<file path="src/design/cmd_params.svh">
/*
  Constants of the CSMA/CD MAC datapath: frame lengths, FIFO levels,
  CRC figures and backoff limits. Assumes inclusion by the datapath.
*/
`ifndef CMD_PARAMS_SVH
`define CMD_PARAMS_SVH
`define CMD_FIFO_DEPTH 5'h10
`define CMD_FIFO_OVR 5'h0c
`define CMD_FIFO_LIMIT 5'h0d
`define CMD_RX_FIRST 5'h08
`define CMD_LVL_BYTE 5'h01
`define CMD_LVL_WORD 5'h02
`define CMD_ADDR_BYTES 3'h6
`define CMD_ADDR_LAST 3'h5
`define CMD_BYTE_LAST 3'h7
`define CMD_PRE_BITS 7'h3e
`define CMD_LEAD_LAST 7'h3f
// end counts sit one edge past the last bit, so tx_en still covers it
`define CMD_JAM_LAST 7'h20
`define CMD_FCS_LAST 7'h20
`define CMD_CRC_POLY 32'h04c1_1db7
`define CMD_CRC_INIT 32'hffff_ffff
`define CMD_CRC_RESIDUE 32'hc704_dd7b
`define CMD_SLOT_LAST 10'h1ff
`define CMD_MAX_TRIES 5'h10
`define CMD_BACKOFF_CAP 5'h0a
`define CMD_LFSR_SEED 10'h001
`endif

</file>
<file path="src/design/cmd_pkg.sv">
/*
  Types of the CSMA/CD MAC datapath: configuration, status pulses and
  state encodings. Assumes nothing of its surroundings.
*/
package cmd_pkg;
  // gray codes along idle, preamble, data, fcs, jam, backoff
  typedef enum logic [2:0] {
    CMD_TX_IDLE = 3'b000,
    CMD_TX_PRE = 3'b001,
    CMD_TX_DATA = 3'b011,
    CMD_TX_FCS = 3'b010,
    CMD_TX_JAM = 3'b110,
    CMD_TX_BACKOFF = 3'b111
  } cmd_tx_state_t;
  typedef enum logic [1:0] {
    CMD_OWN_NONE = 2'b00,
    CMD_OWN_LOCAL = 2'b01,
    CMD_OWN_REMOTE = 2'b11
  } cmd_owner_t;
  typedef struct packed {
    logic [47:0] station_addr;
    logic [63:0] mcast_filter;
    logic accept_all;
    logic word_mode;
    logic [4:0] threshold;
    logic [15:0] ring_start;
    logic [15:0] ring_stop;
    logic [15:0] tx_start;
    logic [15:0] tx_length;
  } cmd_cfg_t;
  typedef struct packed {
    logic frame_ok;
    logic frame_bad;
    logic rejected;
    logic overrun;
  } cmd_rx_status_t;
  typedef struct packed {
    logic done;
    logic collision;
    logic abort;
    logic underrun;
  } cmd_tx_status_t;
endpackage : cmd_pkg

</file>
<file path="src/design/cmd_mac_datapath.sv">
/*
  Serial MAC datapath: receive deserializer with address filter, CRC,
  transmit serializer with preamble, jam and backoff, 16-byte FIFO and
  local/remote DMA arbitration. Assumes link clocks far slower than clk,
  a memory port with write ready and read valid, and bus_ack on clk.
*/
`timescale 1ns/10ps
`include "cmd_params.svh"
module cmd_mac_datapath
  import cmd_pkg::*;
(
  input wire logic clk,
  input wire logic rstn,
  input wire logic rx_clk,
  input wire logic rx_crs,
  input wire logic rx_data,
  input wire logic tx_clk,
  input wire logic tx_col,
  output logic tx_data,
  output logic tx_en,
  input wire cmd_cfg_t cfg,
  input wire logic tx_go,
  input wire logic remote_req,
  output logic remote_grant,
  output logic bus_request_out,
  input wire logic bus_ack,
  output logic [15:0] mem_addr,
  output logic [7:0] mem_wdata,
  output logic mem_we,
  input wire logic mem_ready,
  output logic mem_re,
  input wire logic [7:0] mem_rdata,
  input wire logic mem_rvalid,
  output cmd_rx_status_t rx_status,
  output cmd_tx_status_t tx_status,
  output logic [15:0] rx_byte_count
);

  // one serial step of the CRC, shared by both directions
  function automatic logic [31:0] cmd_crc_bit(input logic [31:0] c,
                                              input logic d);
    cmd_crc_bit = {c[30:0], 1'b0} ^
                  ((c[31] ^ d) ? `CMD_CRC_POLY : 32'h0000_0000);
  endfunction : cmd_crc_bit

  function automatic logic cmd_accept(input logic [47:0] dest,
                                      input logic [31:0] crc,
                                      input cmd_cfg_t c);
    if (c.accept_all || (&dest))
      cmd_accept = 1'b1;
    else if (dest[0])
      cmd_accept = c.mcast_filter[crc[31:26]];
    else
      cmd_accept = (dest == c.station_addr);
  endfunction : cmd_accept

  function automatic logic [9:0] cmd_bo_mask(input logic [4:0] n);
    if (n >= `CMD_BACKOFF_CAP)
      cmd_bo_mask = 10'h3ff;
    else
      cmd_bo_mask = (10'h001 << n) - 10'h001;
  endfunction : cmd_bo_mask

  logic [2:0] rxc_s;
  logic [2:0] txc_s;
  logic [1:0] crs_s;
  logic [1:0] rxd_s;
  logic [1:0] col_s;
  logic crs_q;
  logic rx_edge;
  logic tx_edge;
  logic crs_fall;
  logic rx_bit_ok;
  logic rx_sync_hit;
  logic rx_synced;
  logic rx_prev;
  logic [2:0] rx_bits;
  logic [7:0] rx_shift;
  logic [7:0] rx_byte;
  logic [31:0] rx_crc;
  logic rx_push;
  logic [47:0] rx_dest;
  logic [2:0] addr_cnt;
  logic chk_pend;
  logic rx_drop;
  logic rx_reject;
  logic rx_runt;
  logic rx_tail;
  logic rx_first_done;
  logic [7:0] fifo_mem [16];
  logic [3:0] wr_ptr;
  logic [3:0] rd_ptr;
  logic [4:0] fifo_cnt;
  logic [4:0] fifo_lvl;
  logic fifo_wr;
  logic fifo_rd;
  logic fifo_flush;
  logic [7:0] fifo_wdata;
  logic [7:0] fifo_out;
  cmd_owner_t owner;
  logic local_want;
  logic local_done;
  logic local_grant;
  logic sk_valid;
  logic [7:0] sk_data;
  logic buf_in;
  logic [15:0] rx_wptr;
  logic ring_init;
  logic rd_go;
  logic rd_pend;
  logic [15:0] tx_rem;
  cmd_tx_state_t tx_state;
  logic tx_run;
  logic tx_go_ok;
  logic tx_pop;
  logic tx_restart;
  logic [6:0] tx_bitn;
  logic [7:0] tx_sh;
  logic [31:0] tx_crc;
  logic [15:0] tx_left;
  logic [4:0] tries;
  logic [9:0] slots;
  logic [9:0] slot_bits;
  logic [9:0] lfsr;

  // pin synchronisers; third stage only feeds the edge finders
  always_ff @(posedge clk or negedge rstn)
  begin
    if (!rstn)
    begin
      rxc_s <= 3'h0;
      txc_s <= 3'h0;
      crs_s <= 2'h0;
      rxd_s <= 2'h0;
      col_s <= 2'h0;
      crs_q <= 1'b0;
    end
    else
    begin
      rxc_s <= {rxc_s[1:0], rx_clk};
      txc_s <= {txc_s[1:0], tx_clk};
      crs_s <= {crs_s[0], rx_crs};
      rxd_s <= {rxd_s[0], rx_data};
      col_s <= {col_s[0], tx_col};
      crs_q <= crs_s[1];
    end
  end

  assign rx_edge = rxc_s[1] & ~rxc_s[2];
  assign tx_edge = txc_s[1] & ~txc_s[2];
  assign crs_fall = crs_q & ~crs_s[1];
  assign rx_bit_ok = rx_edge & crs_s[1];
  assign rx_sync_hit = rx_bit_ok & ~rx_synced & rx_prev & rxd_s[1];
  assign rx_byte = {rxd_s[1], rx_shift[7:1]}; // bits arrive lsb first
  assign rx_push = rx_bit_ok & rx_synced & ~rx_drop &
                   (rx_bits == `CMD_BYTE_LAST);
  assign rx_reject = chk_pend & ~cmd_accept(rx_dest, rx_crc, cfg);
  assign rx_runt = crs_fall & rx_synced & ~rx_drop &
                   (addr_cnt != `CMD_ADDR_BYTES);

  // deserializer; preamble bits before the delimiter are dropped
  always_ff @(posedge clk or negedge rstn)
  begin
    if (!rstn)
    begin
      rx_synced <= 1'b0;
      rx_prev <= 1'b0;
      rx_bits <= 3'h0;
      rx_shift <= 8'h00;
      rx_crc <= `CMD_CRC_INIT;
    end
    else if (crs_fall)
    begin
      rx_synced <= 1'b0;
      rx_prev <= 1'b0;
    end
    else if (rx_sync_hit)
    begin
      rx_synced <= 1'b1;
      rx_bits <= 3'h0;
      rx_crc <= `CMD_CRC_INIT;
    end
    else if (rx_bit_ok && !rx_synced)
      rx_prev <= rxd_s[1];
    else if (rx_bit_ok)
    begin
      rx_shift <= rx_byte;
      rx_bits <= rx_bits + 3'h1;
      rx_crc <= cmd_crc_bit(rx_crc, rxd_s[1]);
    end
  end

  // destination capture, filter verdict and frame bookkeeping
  always_ff @(posedge clk or negedge rstn)
  begin
    if (!rstn)
    begin
      rx_dest <= 48'h0000_0000_0000;
      addr_cnt <= 3'h0;
      chk_pend <= 1'b0;
      rx_drop <= 1'b0;
      rx_tail <= 1'b0;
      rx_byte_count <= 16'h0000;
    end
    else if (rx_sync_hit)
    begin
      addr_cnt <= 3'h0;
      rx_drop <= 1'b0;
      rx_tail <= 1'b0;
      rx_byte_count <= 16'h0000;
    end
    else
    begin
      chk_pend <= 1'b0;
      if (rx_push)
      begin
        rx_byte_count <= rx_byte_count + 16'h0001;
        if (addr_cnt != `CMD_ADDR_BYTES)
        begin
          rx_dest <= {rx_byte, rx_dest[47:8]};
          addr_cnt <= addr_cnt + 3'h1;
          chk_pend <= (addr_cnt == `CMD_ADDR_LAST);
        end
      end
      // unicast, multicast hash and broadcast
      if (rx_reject)
        rx_drop <= 1'b1;
      if (rx_runt)
        rx_drop <= 1'b1;
      // accepted frames drain fully, check field included
      if (crs_fall && rx_synced && !rx_drop && !rx_runt)
        rx_tail <= 1'b1;
      else if (rx_tail && fifo_cnt == 5'h00 && !sk_valid)
        rx_tail <= 1'b0;
    end
  end

  // receive status pulses; crc residue judged at carrier drop
  always_ff @(posedge clk or negedge rstn)
  begin
    if (!rstn)
      rx_status <= '0;
    else
    begin
      rx_status.frame_ok <= crs_fall & rx_synced & ~rx_drop & ~rx_runt &
                            (rx_crc == `CMD_CRC_RESIDUE);
      rx_status.frame_bad <= rx_runt | (crs_fall & rx_synced & ~rx_drop &
                             (rx_crc != `CMD_CRC_RESIDUE));
      rx_status.rejected <= rx_reject;
      rx_status.overrun <= rx_push & ~tx_run &
                           (fifo_cnt >= `CMD_FIFO_OVR);
    end
  end

  // shared FIFO; receive writes stop at 13 bytes, one past the overrun level of 12
  assign fifo_lvl = cfg.threshold + (cfg.word_mode ? `CMD_LVL_WORD
                                                   : `CMD_LVL_BYTE);
  assign fifo_wdata = tx_run ? mem_rdata : rx_byte;
  assign fifo_wr = tx_run ? (rd_pend & mem_rvalid)
                          : (rx_push & (fifo_cnt < `CMD_FIFO_LIMIT));
  assign fifo_rd = buf_in | tx_pop;
  assign fifo_out = fifo_mem[rd_ptr];
  assign tx_go_ok = tx_go & ~tx_run;
  assign fifo_flush = rx_reject | rx_runt | tx_go_ok | tx_restart;

  always_ff @(posedge clk)
  begin
    if (fifo_wr)
      fifo_mem[wr_ptr] <= fifo_wdata;
  end

  always_ff @(posedge clk or negedge rstn)
  begin
    if (!rstn)
    begin
      wr_ptr <= 4'h0;
      rd_ptr <= 4'h0;
      fifo_cnt <= 5'h00;
    end
    else if (fifo_flush)
    begin
      wr_ptr <= 4'h0;
      rd_ptr <= 4'h0;
      fifo_cnt <= 5'h00;
    end
    else
    begin
      wr_ptr <= wr_ptr + {3'h0, fifo_wr};
      rd_ptr <= rd_ptr + {3'h0, fifo_rd};
      fifo_cnt <= fifo_cnt + {4'h0, fifo_wr} - {4'h0, fifo_rd};
    end
  end

  // level-driven requests; first receive burst waits for 8 bytes
  assign local_want = tx_run
    ? (tx_rem != 16'h0000 && fifo_cnt < fifo_lvl)
    : (rx_tail ? (fifo_cnt != 5'h00)
       : (!rx_drop && fifo_cnt >= fifo_lvl &&
          (fifo_cnt >= `CMD_RX_FIRST || rx_first_done)));
  assign local_done = tx_run
    ? (!rd_pend && (tx_rem == 16'h0000 || fifo_cnt == `CMD_FIFO_DEPTH))
    : (fifo_cnt == 5'h00 && !sk_valid && !mem_we);
  assign local_grant = (owner == CMD_OWN_LOCAL) & bus_ack;

  // bus arbitration; local always chosen first when both wait
  always_ff @(posedge clk or negedge rstn)
  begin
    if (!rstn)
    begin
      owner <= CMD_OWN_NONE;
      bus_request_out <= 1'b0;
      remote_grant <= 1'b0;
      rx_first_done <= 1'b0;
    end
    else
    begin
      if (rx_sync_hit)
        rx_first_done <= 1'b0;
      else if (local_grant && !tx_run)
        rx_first_done <= 1'b1;
      unique case (owner)
        CMD_OWN_NONE:
        begin
          if (bus_request_out && bus_ack)
          begin
            if (local_want)
              owner <= CMD_OWN_LOCAL;
            else if (remote_req)
            begin
              owner <= CMD_OWN_REMOTE;
              remote_grant <= 1'b1;
            end
            else
              bus_request_out <= 1'b0;
          end
          else
            bus_request_out <= (local_want | remote_req) & ~bus_ack;
        end
        CMD_OWN_LOCAL:
        begin
          if (local_done)
          begin
            owner <= CMD_OWN_NONE;
            bus_request_out <= 1'b0;
          end
        end
        CMD_OWN_REMOTE:
        begin
          if (!remote_req)
          begin
            owner <= CMD_OWN_NONE;
            bus_request_out <= 1'b0;
            remote_grant <= 1'b0;
          end
        end
        default:
        begin
          owner <= CMD_OWN_NONE;
          bus_request_out <= 1'b0;
          remote_grant <= 1'b0;
        end
      endcase
    end
  end

  // local DMA: two-entry buffer toward memory, ring walk, transmit reads
  assign buf_in = local_grant & ~tx_run & (fifo_cnt != 5'h00) & ~sk_valid &
                  ~rx_reject & ~rx_runt;
  assign rd_go = local_grant & tx_run & ~rd_pend & (tx_rem != 16'h0000) &
                 (fifo_cnt < `CMD_FIFO_DEPTH) & ~tx_restart;

  always_ff @(posedge clk or negedge rstn)
  begin
    if (!rstn)
    begin
      mem_we <= 1'b0;
      mem_wdata <= 8'h00;
      mem_addr <= 16'h0000;
      mem_re <= 1'b0;
      sk_valid <= 1'b0;
      sk_data <= 8'h00;
      rx_wptr <= 16'h0000;
      ring_init <= 1'b0;
      rd_pend <= 1'b0;
      tx_rem <= 16'h0000;
    end
    else
    begin
      mem_re <= rd_go;
      ring_init <= 1'b1;
      if (!ring_init)
        rx_wptr <= cfg.ring_start;
      // head register drives memory; skid slot absorbs a stall
      if (!mem_we || mem_ready)
      begin
        mem_we <= sk_valid | buf_in;
        if (sk_valid || buf_in)
        begin
          mem_wdata <= sk_valid ? sk_data : fifo_out;
          mem_addr <= rx_wptr;
          rx_wptr <= (rx_wptr == cfg.ring_stop) ? cfg.ring_start
                                                : rx_wptr + 16'h0001;
        end
        sk_valid <= 1'b0;
      end
      else if (buf_in)
      begin
        sk_valid <= 1'b1;
        sk_data <= fifo_out;
      end
      // transmit loads from programmed pointer and length
      if (tx_go_ok || tx_restart)
      begin
        mem_addr <= cfg.tx_start;
        tx_rem <= cfg.tx_length;
      end
      else if (rd_go)
        rd_pend <= 1'b1;
      else if (rd_pend && mem_rvalid)
      begin
        rd_pend <= 1'b0;
        mem_addr <= mem_addr + 16'h0001;
        tx_rem <= tx_rem - 16'h0001;
      end
    end
  end

  // free-running source of backoff slot counts
  always_ff @(posedge clk or negedge rstn)
  begin
    if (!rstn)
      lfsr <= `CMD_LFSR_SEED;
    else
      lfsr <= {lfsr[8:0], lfsr[9] ^ lfsr[6]};
  end

  assign tx_pop = tx_edge & (tx_state == CMD_TX_DATA) &
                  (tx_bitn[2:0] == 3'h0) & (fifo_cnt != 5'h00);
  assign tx_restart = tx_edge & (tx_state == CMD_TX_BACKOFF) &
                      (slots == 10'h000) & ~rd_pend;

  // transmit serializer and collision recovery, one step per tx edge
  always_ff @(posedge clk or negedge rstn)
  begin
    if (!rstn)
    begin
      tx_state <= CMD_TX_IDLE;
      tx_run <= 1'b0;
      tx_data <= 1'b0;
      tx_en <= 1'b0;
      tx_bitn <= 7'h00;
      tx_sh <= 8'h00;
      tx_crc <= `CMD_CRC_INIT;
      tx_left <= 16'h0000;
      tries <= 5'h00;
      slots <= 10'h000;
      slot_bits <= 10'h000;
      tx_status <= '0;
    end
    else
    begin
      tx_status <= '0;
      if (tx_go_ok)
      begin
        tx_run <= 1'b1;
        tries <= 5'h00;
      end
      if (tx_edge)
      begin
        unique case (tx_state)
          CMD_TX_IDLE:
          begin
            if (tx_run && cfg.tx_length != 16'h0000 && fifo_cnt != 5'h00 &&
                (fifo_cnt >= fifo_lvl || tx_rem == 16'h0000))
            begin
              tx_state <= CMD_TX_PRE;
              tx_en <= 1'b1;
              tx_data <= 1'b1;
              tx_bitn <= 7'h01;
              tx_left <= cfg.tx_length;
              tx_crc <= `CMD_CRC_INIT;
            end
          end
          CMD_TX_PRE:
          begin
            // alternating preamble, then the one-one synch
            tx_data <= (tx_bitn < `CMD_PRE_BITS) ? ~tx_bitn[0] : 1'b1;
            tx_bitn <= tx_bitn + 7'h01;
            if (tx_bitn == `CMD_LEAD_LAST)
            begin
              tx_state <= CMD_TX_DATA;
              tx_bitn <= 7'h00;
            end
          end
          CMD_TX_DATA:
          begin
            if (tx_bitn[2:0] == 3'h0 && fifo_cnt == 5'h00)
            begin
              tx_state <= CMD_TX_IDLE; // starved: give the frame up
              tx_en <= 1'b0;
              tx_run <= 1'b0;
              tx_status.underrun <= 1'b1;
            end
            else
            begin
              tx_data <= (tx_bitn[2:0] == 3'h0) ? fifo_out[0] : tx_sh[0];
              tx_sh <= (tx_bitn[2:0] == 3'h0) ? {1'b0, fifo_out[7:1]}
                                               : {1'b0, tx_sh[7:1]};
              tx_crc <= cmd_crc_bit(tx_crc, (tx_bitn[2:0] == 3'h0)
                        ? fifo_out[0] : tx_sh[0]);
              tx_bitn <= tx_bitn + 7'h01;
              if (tx_bitn[2:0] == `CMD_BYTE_LAST)
              begin
                tx_left <= tx_left - 16'h0001;
                if (tx_left == 16'h0001)
                begin
                  tx_state <= CMD_TX_FCS;
                  tx_bitn <= 7'h00;
                end
              end
            end
          end
          CMD_TX_FCS:
          begin
            tx_data <= ~tx_crc[31]; // msb first
            tx_crc <= {tx_crc[30:0], 1'b1};
            tx_bitn <= tx_bitn + 7'h01;
            if (tx_bitn == `CMD_FCS_LAST)
            begin
              tx_state <= CMD_TX_IDLE;
              tx_run <= 1'b0;
              tx_status.done <= 1'b1;
            end
          end
          CMD_TX_JAM:
          begin
            tx_data <= 1'b1;
            tx_bitn <= tx_bitn + 7'h01;
            if (tx_bitn == `CMD_JAM_LAST)
            begin
              tries <= tries + 5'h01;
              slots <= lfsr & cmd_bo_mask(tries + 5'h01);
              slot_bits <= 10'h000;
              tx_state <= CMD_TX_BACKOFF;
              if (tries + 5'h01 == `CMD_MAX_TRIES)
              begin
                tx_state <= CMD_TX_IDLE;
                tx_run <= 1'b0;
                tx_status.abort <= 1'b1;
              end
            end
          end
          CMD_TX_BACKOFF:
          begin
            tx_en <= 1'b0;
            tx_data <= 1'b0;
            if (tx_restart)
              tx_state <= CMD_TX_IDLE; // retry refills from the start
            else if (slots != 10'h000)
            begin
              slot_bits <= slot_bits + 10'h001;
              if (slot_bits == `CMD_SLOT_LAST)
                slots <= slots - 10'h001;
            end
          end
          default:
          begin
            tx_state <= CMD_TX_IDLE;
            tx_en <= 1'b0;
          end
        endcase
        // collision seen while sending: swap to jam
        if (col_s[1] && (tx_state == CMD_TX_PRE ||
            tx_state == CMD_TX_DATA || tx_state == CMD_TX_FCS))
        begin
          tx_state <= CMD_TX_JAM;
          tx_data <= 1'b1;
          tx_bitn <= 7'h01;
          tx_status.collision <= 1'b1;
        end
      end
      if (tx_state == CMD_TX_JAM && tx_bitn == `CMD_JAM_LAST && tx_edge)
        tx_en <= 1'b0;
      if (tx_state == CMD_TX_FCS && tx_bitn == `CMD_FCS_LAST && tx_edge)
        tx_en <= 1'b0;
    end
  end

endmodule : cmd_mac_datapath

</file>
<file path="config.mk">
export PLATFORM = sky130hd
export DESIGN_NAME = cmd_mac_datapath
export DESIGN_NICKNAME = d
export VERILOG_FILES = /design/src/design/cmd_pkg.sv /design/src/design/cmd_mac_datapath.sv
export VERILOG_INCLUDE_DIRS = /design/src /design/src/design
export SDC_FILE = /design/constraint.sdc
export NUM_CORES = 1
export LEC_CHECK = 0
export BUFFER_PORTS_ARGS = -buffer_cell sky130_fd_sc_hd__clkbuf_2
export CORE_ASPECT_RATIO = 1.5
export CORE_MARGIN = 8
export CORE_UTILIZATION = 45
export DETAILED_ROUTE_END_ITERATION = 12
export GPL_ROUTABILITY_DRIVEN = 0
export HOLD_SLACK_MARGIN = 0.12
export PLACE_DENSITY = 0.63
export SETUP_SLACK_MARGIN = 0.5
export SLEW_MARGIN = 5
export SYNTH_ARGS = -nofsm -noshare
export SYNTH_HDL_FRONTEND = slang
export SYNTH_SLANG_ARGS = --single-unit
export TNS_END_PERCENT = 10
</file>
<file path="constraint.sdc">
create_clock -name clk -period 3.45 [get_ports clk]
set_input_delay 1.035 -clock clk [delete_from_list [all_inputs] [get_ports clk]]
set_output_delay 1.035 -clock clk [all_outputs]
set_load 0.01 [all_outputs]
</file>
==> run summary, run 1 <==
The run finished, with violations left. The checks that failed: setup timing. The number of cells traversed by the worst register-to-register path is 17. The overall routing resource usage came out at 22.2%. Clock tree synthesis inserted a total of 45 buffers. The final layout net count came out at 2701. In this run the most critical hold path is launched from txc_s[0]. The worst clock skew came out at 0.0248 ns. The number of port buffers came out at 256.

In this run the worst path has a maximum fanout of 4. The buffering stage count on the worst path with inverters included is 5. For hold timing, the worst endpoint is txc_s[1]. The kind of launch point of the worst setup path is a flop. The most common cell after layout, fill and taps aside is sky130_fd_sc_hd__dfrtp_1. The critical path goes through clkbuf_16 -> mux4_2 -> a22oi_2 -> nand3_1 -> nand4_1 -> a41oi_2 -> nand2_2 -> o21ai_2 -> ha_1 -> inv_1 -> ha_2 -> inv_2 -> fa_2 -> buf_4 -> buf_6 -> xor2_1 -> nor2_1. The minimum period implied by the final worst setup slack came out at 3.66 ns. The end-of-flow core utilization came out at 56.5%. The delay of the slowest cell on the worst path came out at 0.63 ns.

The remaining number of nets flagged by the antenna check after routing came out at 0. The async set-or-reset flop fraction in the synthesized netlist is 71.7%. The worst-case setup slack after placement is -0.742 ns.

The global-route wire length before repair is roughly 100 mm. In the post-route analysis, the smallest setup slack over all paths is -0.209 ns. The detailed-route DRC error count came out at 0. The final-report max-slew violation count was 0. The root buffer cell chosen for the clock tree is sky130_fd_sc_hd__clkbuf_16. The final cycle utilization of the critical path came out at 106%.

The remaining global-route overflow came out at 0. In this run the critical register-to-register path is launched from rx_crc[26]. The total clock sinks came out at between 400 and 500. By startpoint and endpoint, the worst setup path is classified as reg2reg. The H-tree level count came out at 2.

The die width is 200 um. The number of global-route vias before repair is 18800. The total placed cells including tap cells came out at 3043. In this run, synthesis produced a sequential element count of 453. The die boundary height is between 200 and 300 um. In this run the critical register-to-register path is captured at fifo_cnt[2]. Entering global routing, the biggest net connects 87 pins. Excluding fillers, the count of instances in the completed layout stands at 3156. On the critical path the largest part of the delay comes from adder cells. The maximum buffer depth of the clock tree is 3. After synthesis the cells add up to 22800 um2. The slack of the worst reg-to-reg path came out at -0.21 ns. The tool flagged a number of max-cap violations equal to 0.

In the synthesized netlist the dominant register cell turns out to be sky130_fd_sc_hd__dfrtp_1. Total power for the finished layout comes to ~19 mW. The total die area is about 58000 um2.

The yosys synthesis warning count is 0. The tightest min-delay check is of the reg2reg type. Static timing analysis puts the maximum clock frequency at 273 MHz. The power per unit of standard cell area is 654 nW/um2. In this run, the number of DRC markers left after iteration 0 of detailed routing was between 1000 and 1500. On the critical path, the stage with the largest delay is an instance of sky130_fd_sc_hd__dfstp_2. The clock tree from TritonCTS is done. The layout overhead on the synthesized area came out at 24.7%. After filler insertion, the fill cell instance count of the layout stands at between 4000 and 5000. Setup repair after global routing could not meet its margin everywhere. The clock slew at the register clock pins of the worst setup and hold paths came out at approximately 0.060 ns. The number of antenna violations at the first check in global routing came out at 4. The total core area is 50300 um2. In the final routed layout, each cell accounts on average for 20.6 um. The initial standard-cell utilization of the core is 45.3%. The multi-input logic area is 11000 um2. The cell count after synthesis came out at 2097.

The detailed-router iteration count before antenna repair is 5. The share of the Yosys chip area taken by registers is 52.9%. The initialized floorplan defines 101 standard-cell rows.

The share of cells above drive strength 1 is 32.6%. The average vias per placed instance came out at ~5.7. The number of endpoints failing setup at the final stage came out at 34. The number of failing hold endpoints at the final stage came to 0.

The average instance in the mapped netlist occupies 10.9 um2. The clock latency of the later-clocked register in the worst-skew pair is 0.56 ns. The data arrival time at the worst-slack endpoint is 4.13 ns. The required time of the worst setup path came out at 3.92 ns. The type of element capturing the critical path is a flop. The net count after synthesis came out at 2351. Counting instances, the worst hold path has a depth of 0. The storage element area is roughly 12000 um2.

The HPWL after detailed placement is ~47 mm. The library cells used most frequently in the layout, excluding fill and tap cells, are sky130_fd_sc_hd__dfrtp_1, sky130_fd_sc_hd__clkbuf_2, sky130_fd_sc_hd__nand2_1, sky130_fd_sc_hd__nor2_1, sky130_fd_sc_hd__edfxtp_1. The worst max-slew margin expressed relative to the limit came out at 38.8%. The routed via count is ~18000. The number of enable flip-flop cells after synthesis came out at ~130. The leakage dissipation is 11.9 nW. The transition time at the pin with the least slew margin is 0.914 ns. The worst IR drop on VDD is between 500 and 600 uV. The I/O pin count is 257. The final routed wirelength across all metal layers is 65.0 mm.

The count of unique library cells instantiated by Yosys is between 80 and 90.
## metrics by stage
stage	setup TNS, ns	hold WS (ns)	cell area [um2]
floorplan	-9.14	0.331	22900
global placement	-38.62	0.338	25600
detailed placement	-42.38	0.343	25600
CTS	-1.07	0.349	27800
global route	-7.06	0.349	28400
finish	-2.73	0.348	28400
## report_power, final
part	switching (mW)	internal, mW
clock network	2.10	2.86
logic	3.19	2.75
registers	1.08	6.59
total	6.38	12.2
## flip-flops by register name, summed over array words and instances, names as in the netlist, 8 cells and up
name	cells
fifo_mem	128
lfsr	10
mem_addr	16
mem_wdata	8
rx_byte_count	16
rx_crc	32
rx_dest	48
rx_wptr	16
sk_data	8
slot_bits	10
slots	10
tx_crc	32
tx_left	16
tx_rem	16
## how the worst max path moves through the flow
stage	cells after the start	slack, ns	to	from
2_1_floorplan	18	-0.31	fifo_cnt[4]	cfg[160]
3_3_place_gp	20	-0.71	fifo_cnt[4]	cfg[178]
3_5_place_dp	20	-0.74	fifo_cnt[4]	cfg[178]
4_1_cts	19	-0.14	fifo_cnt[4]	rx_crc[26]
5_1_grt	19	-0.36	fifo_cnt[4]	rx_crc[26]
6_report	17	-0.21	fifo_cnt[2]	rx_crc[26]
## routing by layer
| layer | track usage [%] | up-vias | wire, um |
|---|---|---|---|
| met2 | 39.5 | 467 | 34500 |
| met1 | 25.5 | 8980 | 24400 |
| met5 | 0 | - | 0 |
| met4 | 11.9 | 0 | 3770 |
| li1 | - | 8319 | - |
| met3 | 2.62 | 200 | 2260 |
## worst register-to-register path, stage by stage, from the launching register on
cell                        delay [ns]
sky130_fd_sc_hd__dfstp_2          0.63
sky130_fd_sc_hd__clkbuf_16        0.18
sky130_fd_sc_hd__mux4_2           0.50
sky130_fd_sc_hd__a22oi_2          0.19
sky130_fd_sc_hd__nand3_1          0.09
sky130_fd_sc_hd__nand4_1          0.19
sky130_fd_sc_hd__a41oi_2          0.21
sky130_fd_sc_hd__nand2_2          0.13
sky130_fd_sc_hd__o21ai_2          0.06
sky130_fd_sc_hd__ha_1             0.29
sky130_fd_sc_hd__inv_1            0.06
sky130_fd_sc_hd__ha_2             0.18
sky130_fd_sc_hd__inv_2            0.04
sky130_fd_sc_hd__fa_2             0.33
sky130_fd_sc_hd__buf_4            0.14
sky130_fd_sc_hd__buf_6            0.10
sky130_fd_sc_hd__xor2_1           0.15
sky130_fd_sc_hd__nor2_1           0.10
## what timing repair did
item / 4_1_cts / 5_1_grt
pin swaps: 67 / 89
gates resized for setup: 116 / 155
endpoints found under the setup margin: 146 / 160
hold buffers: 0 / 0
gates cloned: 4 / 2
setup buffers: 14 / 6
## synth_stat cells (all sizes together) (52+ instances only)
library cell	number	area (um2)
mux4	52	1170
nand2	274	1030
inv	59	221
nand3	74	370
nor3	55	285
xnor2	67	587
dfrtp	260	6510
o21ai	148	744
nor2	164	623
dfstp	65	1710
xor2	65	569
a21oi	82	410
clkbuf	68	255
edfxtp	128	3840
## area by class of cell
type | instances | share of cell area [%]
Timing Repair Buffer | 407 | 9.87
Clock buffer | 62 | 4.42
Antenna cell | 5 | 0.0440
Sequential cell | 453 | 42.4
Tap cell | 669 | 2.94
Multi-Input combinational cell | 1480 | 38.7
Inverter | 60 | 0.849
Clock inverter | 20 | 0.779
## cells by family (layout without fill, tap and decap cells)
group / after synthesis / count (layout) / share of synthesized area (%)
AOI/OAI and AO/OA: 403 / 403 / 11.5
xor gates and xnor gates: 132 / 132 / 5.07
adders and majority gates: 51 / 51 / 2.86
buffers and inverters: 164 / 549 / 3.05
DFF: 453 / 453 / 52.9
muxes: 119 / 119 / 8.37
other: 1 / 6 / 0.0164
and+or+nand+nor: 774 / 774 / 16.3
Note: power is estimated with default switching activity, not from simulation.
==> inputs of run 2 (changes only) <==
- CORE_UTILIZATION: 45 -> 53
- PLACE_DENSITY: 0.63 -> 0.73
==> run summary, run 2 (synthesis gave the netlist of run 1 again) <==
STA classifies the critical path endpoint as a flop. The final-report max-slew violation count was 0 (unchanged). The data arrival time at the worst-slack endpoint came out at 4.00 ns (-0.13 ns). Walking the worst path, the cells encountered are buf_12 -> mux4_2 -> a22oi_2 -> nand3_1 -> nand4_1 -> a41oi_2 -> nand2_2 -> o21ai_2 -> ha_1 -> inv_2 -> ha_4 -> inv_2 -> fa_2 -> inv_1 -> a21oi_1 -> nor2_1 -> nor2_1 -> xnor2_1 -> nor2_1. The remaining number of nets flagged by the antenna check after routing came out at 0 (unchanged).

The largest registers in the layout are fifo_mem (128), rx_dest (48). The H-tree level count was 2 (unchanged). The most common cell after layout, fill and taps aside is sky130_fd_sc_hd__nand2_1. In the layout the commonest cells are sky130_fd_sc_hd__nand2_1, sky130_fd_sc_hd__dfrtp_1, sky130_fd_sc_hd__clkbuf_2, sky130_fd_sc_hd__nor2_1, sky130_fd_sc_hd__buf_4.

The portion of total power attributed to the clock network came out at 27.1% (+0.4 points). The final routed wirelength across all metal layers came out at 63.4 mm (-2.4%). The startpoint of the worst hold path is rxc_s[0]. The worst max-slew margin expressed relative to the limit is 7.77% (-31 points). The clock tree from TritonCTS is done. Setup repair after global routing could not meet its margin everywhere. The total placed cells including tap cells came out at 2964 (-2.6%).

The kind of launch point of the worst setup path is a flop. The overall routing resource usage is 25.0% (+2.8 points). The power per unit of standard cell area came out at 659 nW/um2 (+0.79%).

The total of hold buffers inserted after clock tree synthesis came to 0 (unchanged). The number of failing hold endpoints at the final stage came out at 0 (unchanged). Tracing the worst setup path back leads to its startpoint at rx_crc[26]. The net switching power of the design is 6.24 mW (-2.2%). The total die area was 50100 um2 (-14%). The final cycle utilization of the critical path is 103% (-2.8 points).

The relative contribution of combinational cells to total power is 31.5% (-0.5 points). The slowest stage of the critical path is the sky130_fd_sc_hd__dfstp_2 cell. The delay of the slowest cell on the worst path is 0.54 ns (-0.09 ns). The number of antenna violations at the first check in global routing is 0 (-4).

The post-route worst hold slack is 0.341 ns (-0.00694 ns). The internal power summed over all cells was 12.2 mW (about the same). The clock latency of the later-clocked register in the worst-skew pair was 0.55 ns (about the same). The buffering stage count on the worst path with inverters included is 4 (-1). The setup slack after layout is -0.114 ns (+0.0951 ns).

The detailed-router iteration count before antenna repair is 6 (+1). The highest net fanout along the worst path came out at 17 (+13). In this design, the largest share of critical-path delay is due to adder cells. The worst-case setup slack after placement is -0.755 ns (-0.0135 ns). The path length in cells of the critical path came out at 19 (+2).

The minimum period implied by the final worst setup slack was 3.56 ns (-0.0951 ns). The number of cell rows came out at 93 (-7.9%). In this design, the critical path's most frequently occurring cell is sky130_fd_sc_hd__nor2_1. The total clock sinks is 453 (unchanged). The fraction of power consumed by sequential logic is 41.4% (about the same). The cell depth of the worst min-delay path came out at 0 (unchanged). The layout overhead on the synthesized area is 22.8%.

The final layout net count is 2723 (+0.81%). The share of total power consumed by net switching was 33.8% (-0.52 points). The routed via count came out at 18300 (+1.9%). The leakage dissipation is 11.7 nW (-1.3%). The share of cells above drive strength 1 is 30.9% (-1.7 points).

The flow ran to the end, but the final reports show violations. The transition time at the pin with the least slew margin is 1.37 ns (+0.459 ns). The maximum buffer depth of the clock tree came out at 3 (unchanged). The number of cells traversed by the worst register-to-register path was 19 (+2). The final instance count without filler cells is 3072 (-2.7%). In this run the critical register-to-register path is launched from rx_crc[26]. The maximum frequency from static timing analysis was 281 MHz (+2.7%).

The checks that failed: setup timing. The worst IR drop on VDD is 488 uV (-3.0%). The post-DP HPWL came to 45.6 mm (-2.9%).

The remaining global-route overflow came to 0 (unchanged). The worst hold path belongs to the class reg2reg. The clock buffer count from CTS is 44 (-2.2%). The initial standard-cell utilization of the core is 53.4% (+8.1 points). The number of diodes added for antenna fixing is 0 (-5). The number of endpoints failing setup at the final stage came out at 42 (+24%). Ranked by flip-flop count, first place goes to fifo_mem. The worst clock skew came out at 0.0243 ns (-0.000499 ns). The die width came out at 185 um (-7.2%). The setup total negative slack came out at -2.48 ns (+0.256 ns). The required time of the worst setup path came out at 3.89 ns (-0.03 ns). The max-capacitance violation count was 0 (unchanged).

The global-route wire length before repair came out at 100 mm (-3.0%). The I/O pin count is 257 (unchanged). The detailed-route DRC error count came to 0 (unchanged). The average vias per placed instance is 5.96 (+4.7%). The die boundary height is 270 um (-7.4%).

The clock slew at the register clock pins of the worst setup and hold paths came to 0.07 ns (about the same). The number of global-route vias before repair is 18900 (+0.74%). The initial DRC count came to 1589 (+21%). The maximum number of pins on one net before global-route repair came to 88 (+1.1%). The worst setup path is of the reg2reg kind. The flip-flop count of the largest register after layout came out at 128 (unchanged). The total core area was 42700 um2 (-15%). The number of port buffers came out at 256 (unchanged).

The post-detailed-route wirelength per cell came out at 20.6 um (+0.23%). Clock tree synthesis selected as its root buffer the cell sky130_fd_sc_hd__clkbuf_16.
## run 2: cell types whose count changed in the layout (fill, tap and decap cells not counted), sizes merged
cell,delta
bufinv,+3
diode,-5
clkbuf,-8
clkinvlp,+4
buf,+24
clkinv,-4
a2111oi,+1
## run 2: worst register-to-register path, delay by kind of cell (launching register included)
family / cells / cell delay (ns)
buffers and inverters: 4 / 0.33
muxes: 1 / 0.54
and+or+nand+nor: 6 / 0.61
AOI/OAI and AO/OA: 4 / 0.54
adders and majority gates: 3 / 0.76
xor gates and xnor gates: 1 / 0.14
DFF: 1 / 0.54
## run 2: cell type report
type | count | area, um2
Fill cell | 3222 | 14700
Sequential cell | 453 | 12100
Inverter | 60 | 241
Timing Repair Buffer | 429 | 2790
Clock inverter | 23 | 297
Multi-Input combinational cell | 1481 | 10700
Tap cell | 570 | 713
Clock buffer | 56 | 1190
## run 2: worst paths after layout
check | slack (ns) | endpoint
worst min register to register | 0.34 | rxc_s[1]
max in group asynchronous | 2.03 | tx_crc[30]
worst max-delay path | -0.11 | fifo_cnt[4]
worst min-delay path | 0.34 | rxc_s[1]
min in group asynchronous | 0.49 | rx_dest[13]
worst max register to register | -0.11 | fifo_cnt[4]
## run 2: repair_timing
action                     in CTS  in global routing
setup endpoints to repair     141                250
buffers inserted               10                 16
cloned                          3                  0
pin swaps                      70                 65
gates resized for setup        81                103
## run 2: metal layers
layer	vias up	track usage, %	wire length (um)
li1	8352	-	-
met1	9151	29.2	23800
met2	600	43.9	33400
met3	199	3.00	2710
met4	0	13.2	3500
met5	-	0	0
## run 2: power groups by stage
stage          logic (mW)  clock network [mW]  registers, mW
5_1_grt              6.37                5.29           7.75
3_3_place_gp         5.02                   0           7.56
4_1_cts              5.52                5.09           7.56
6_report             5.82                5.00           7.64
2_1_floorplan        3.59                   0           7.37
3_5_place_dp         5.19                   0           7.60
## run 2: stage by stage
step	util (%)	area, um2	power [mW]
after floorplan	-	22900	11.0
after global placement	60.0	25600	12.6
after detailed placement	60.0	25600	12.8
after CTS	64.5	27500	18.2
after global routing	65.6	28000	19.4
final	65.6	28000	18.5
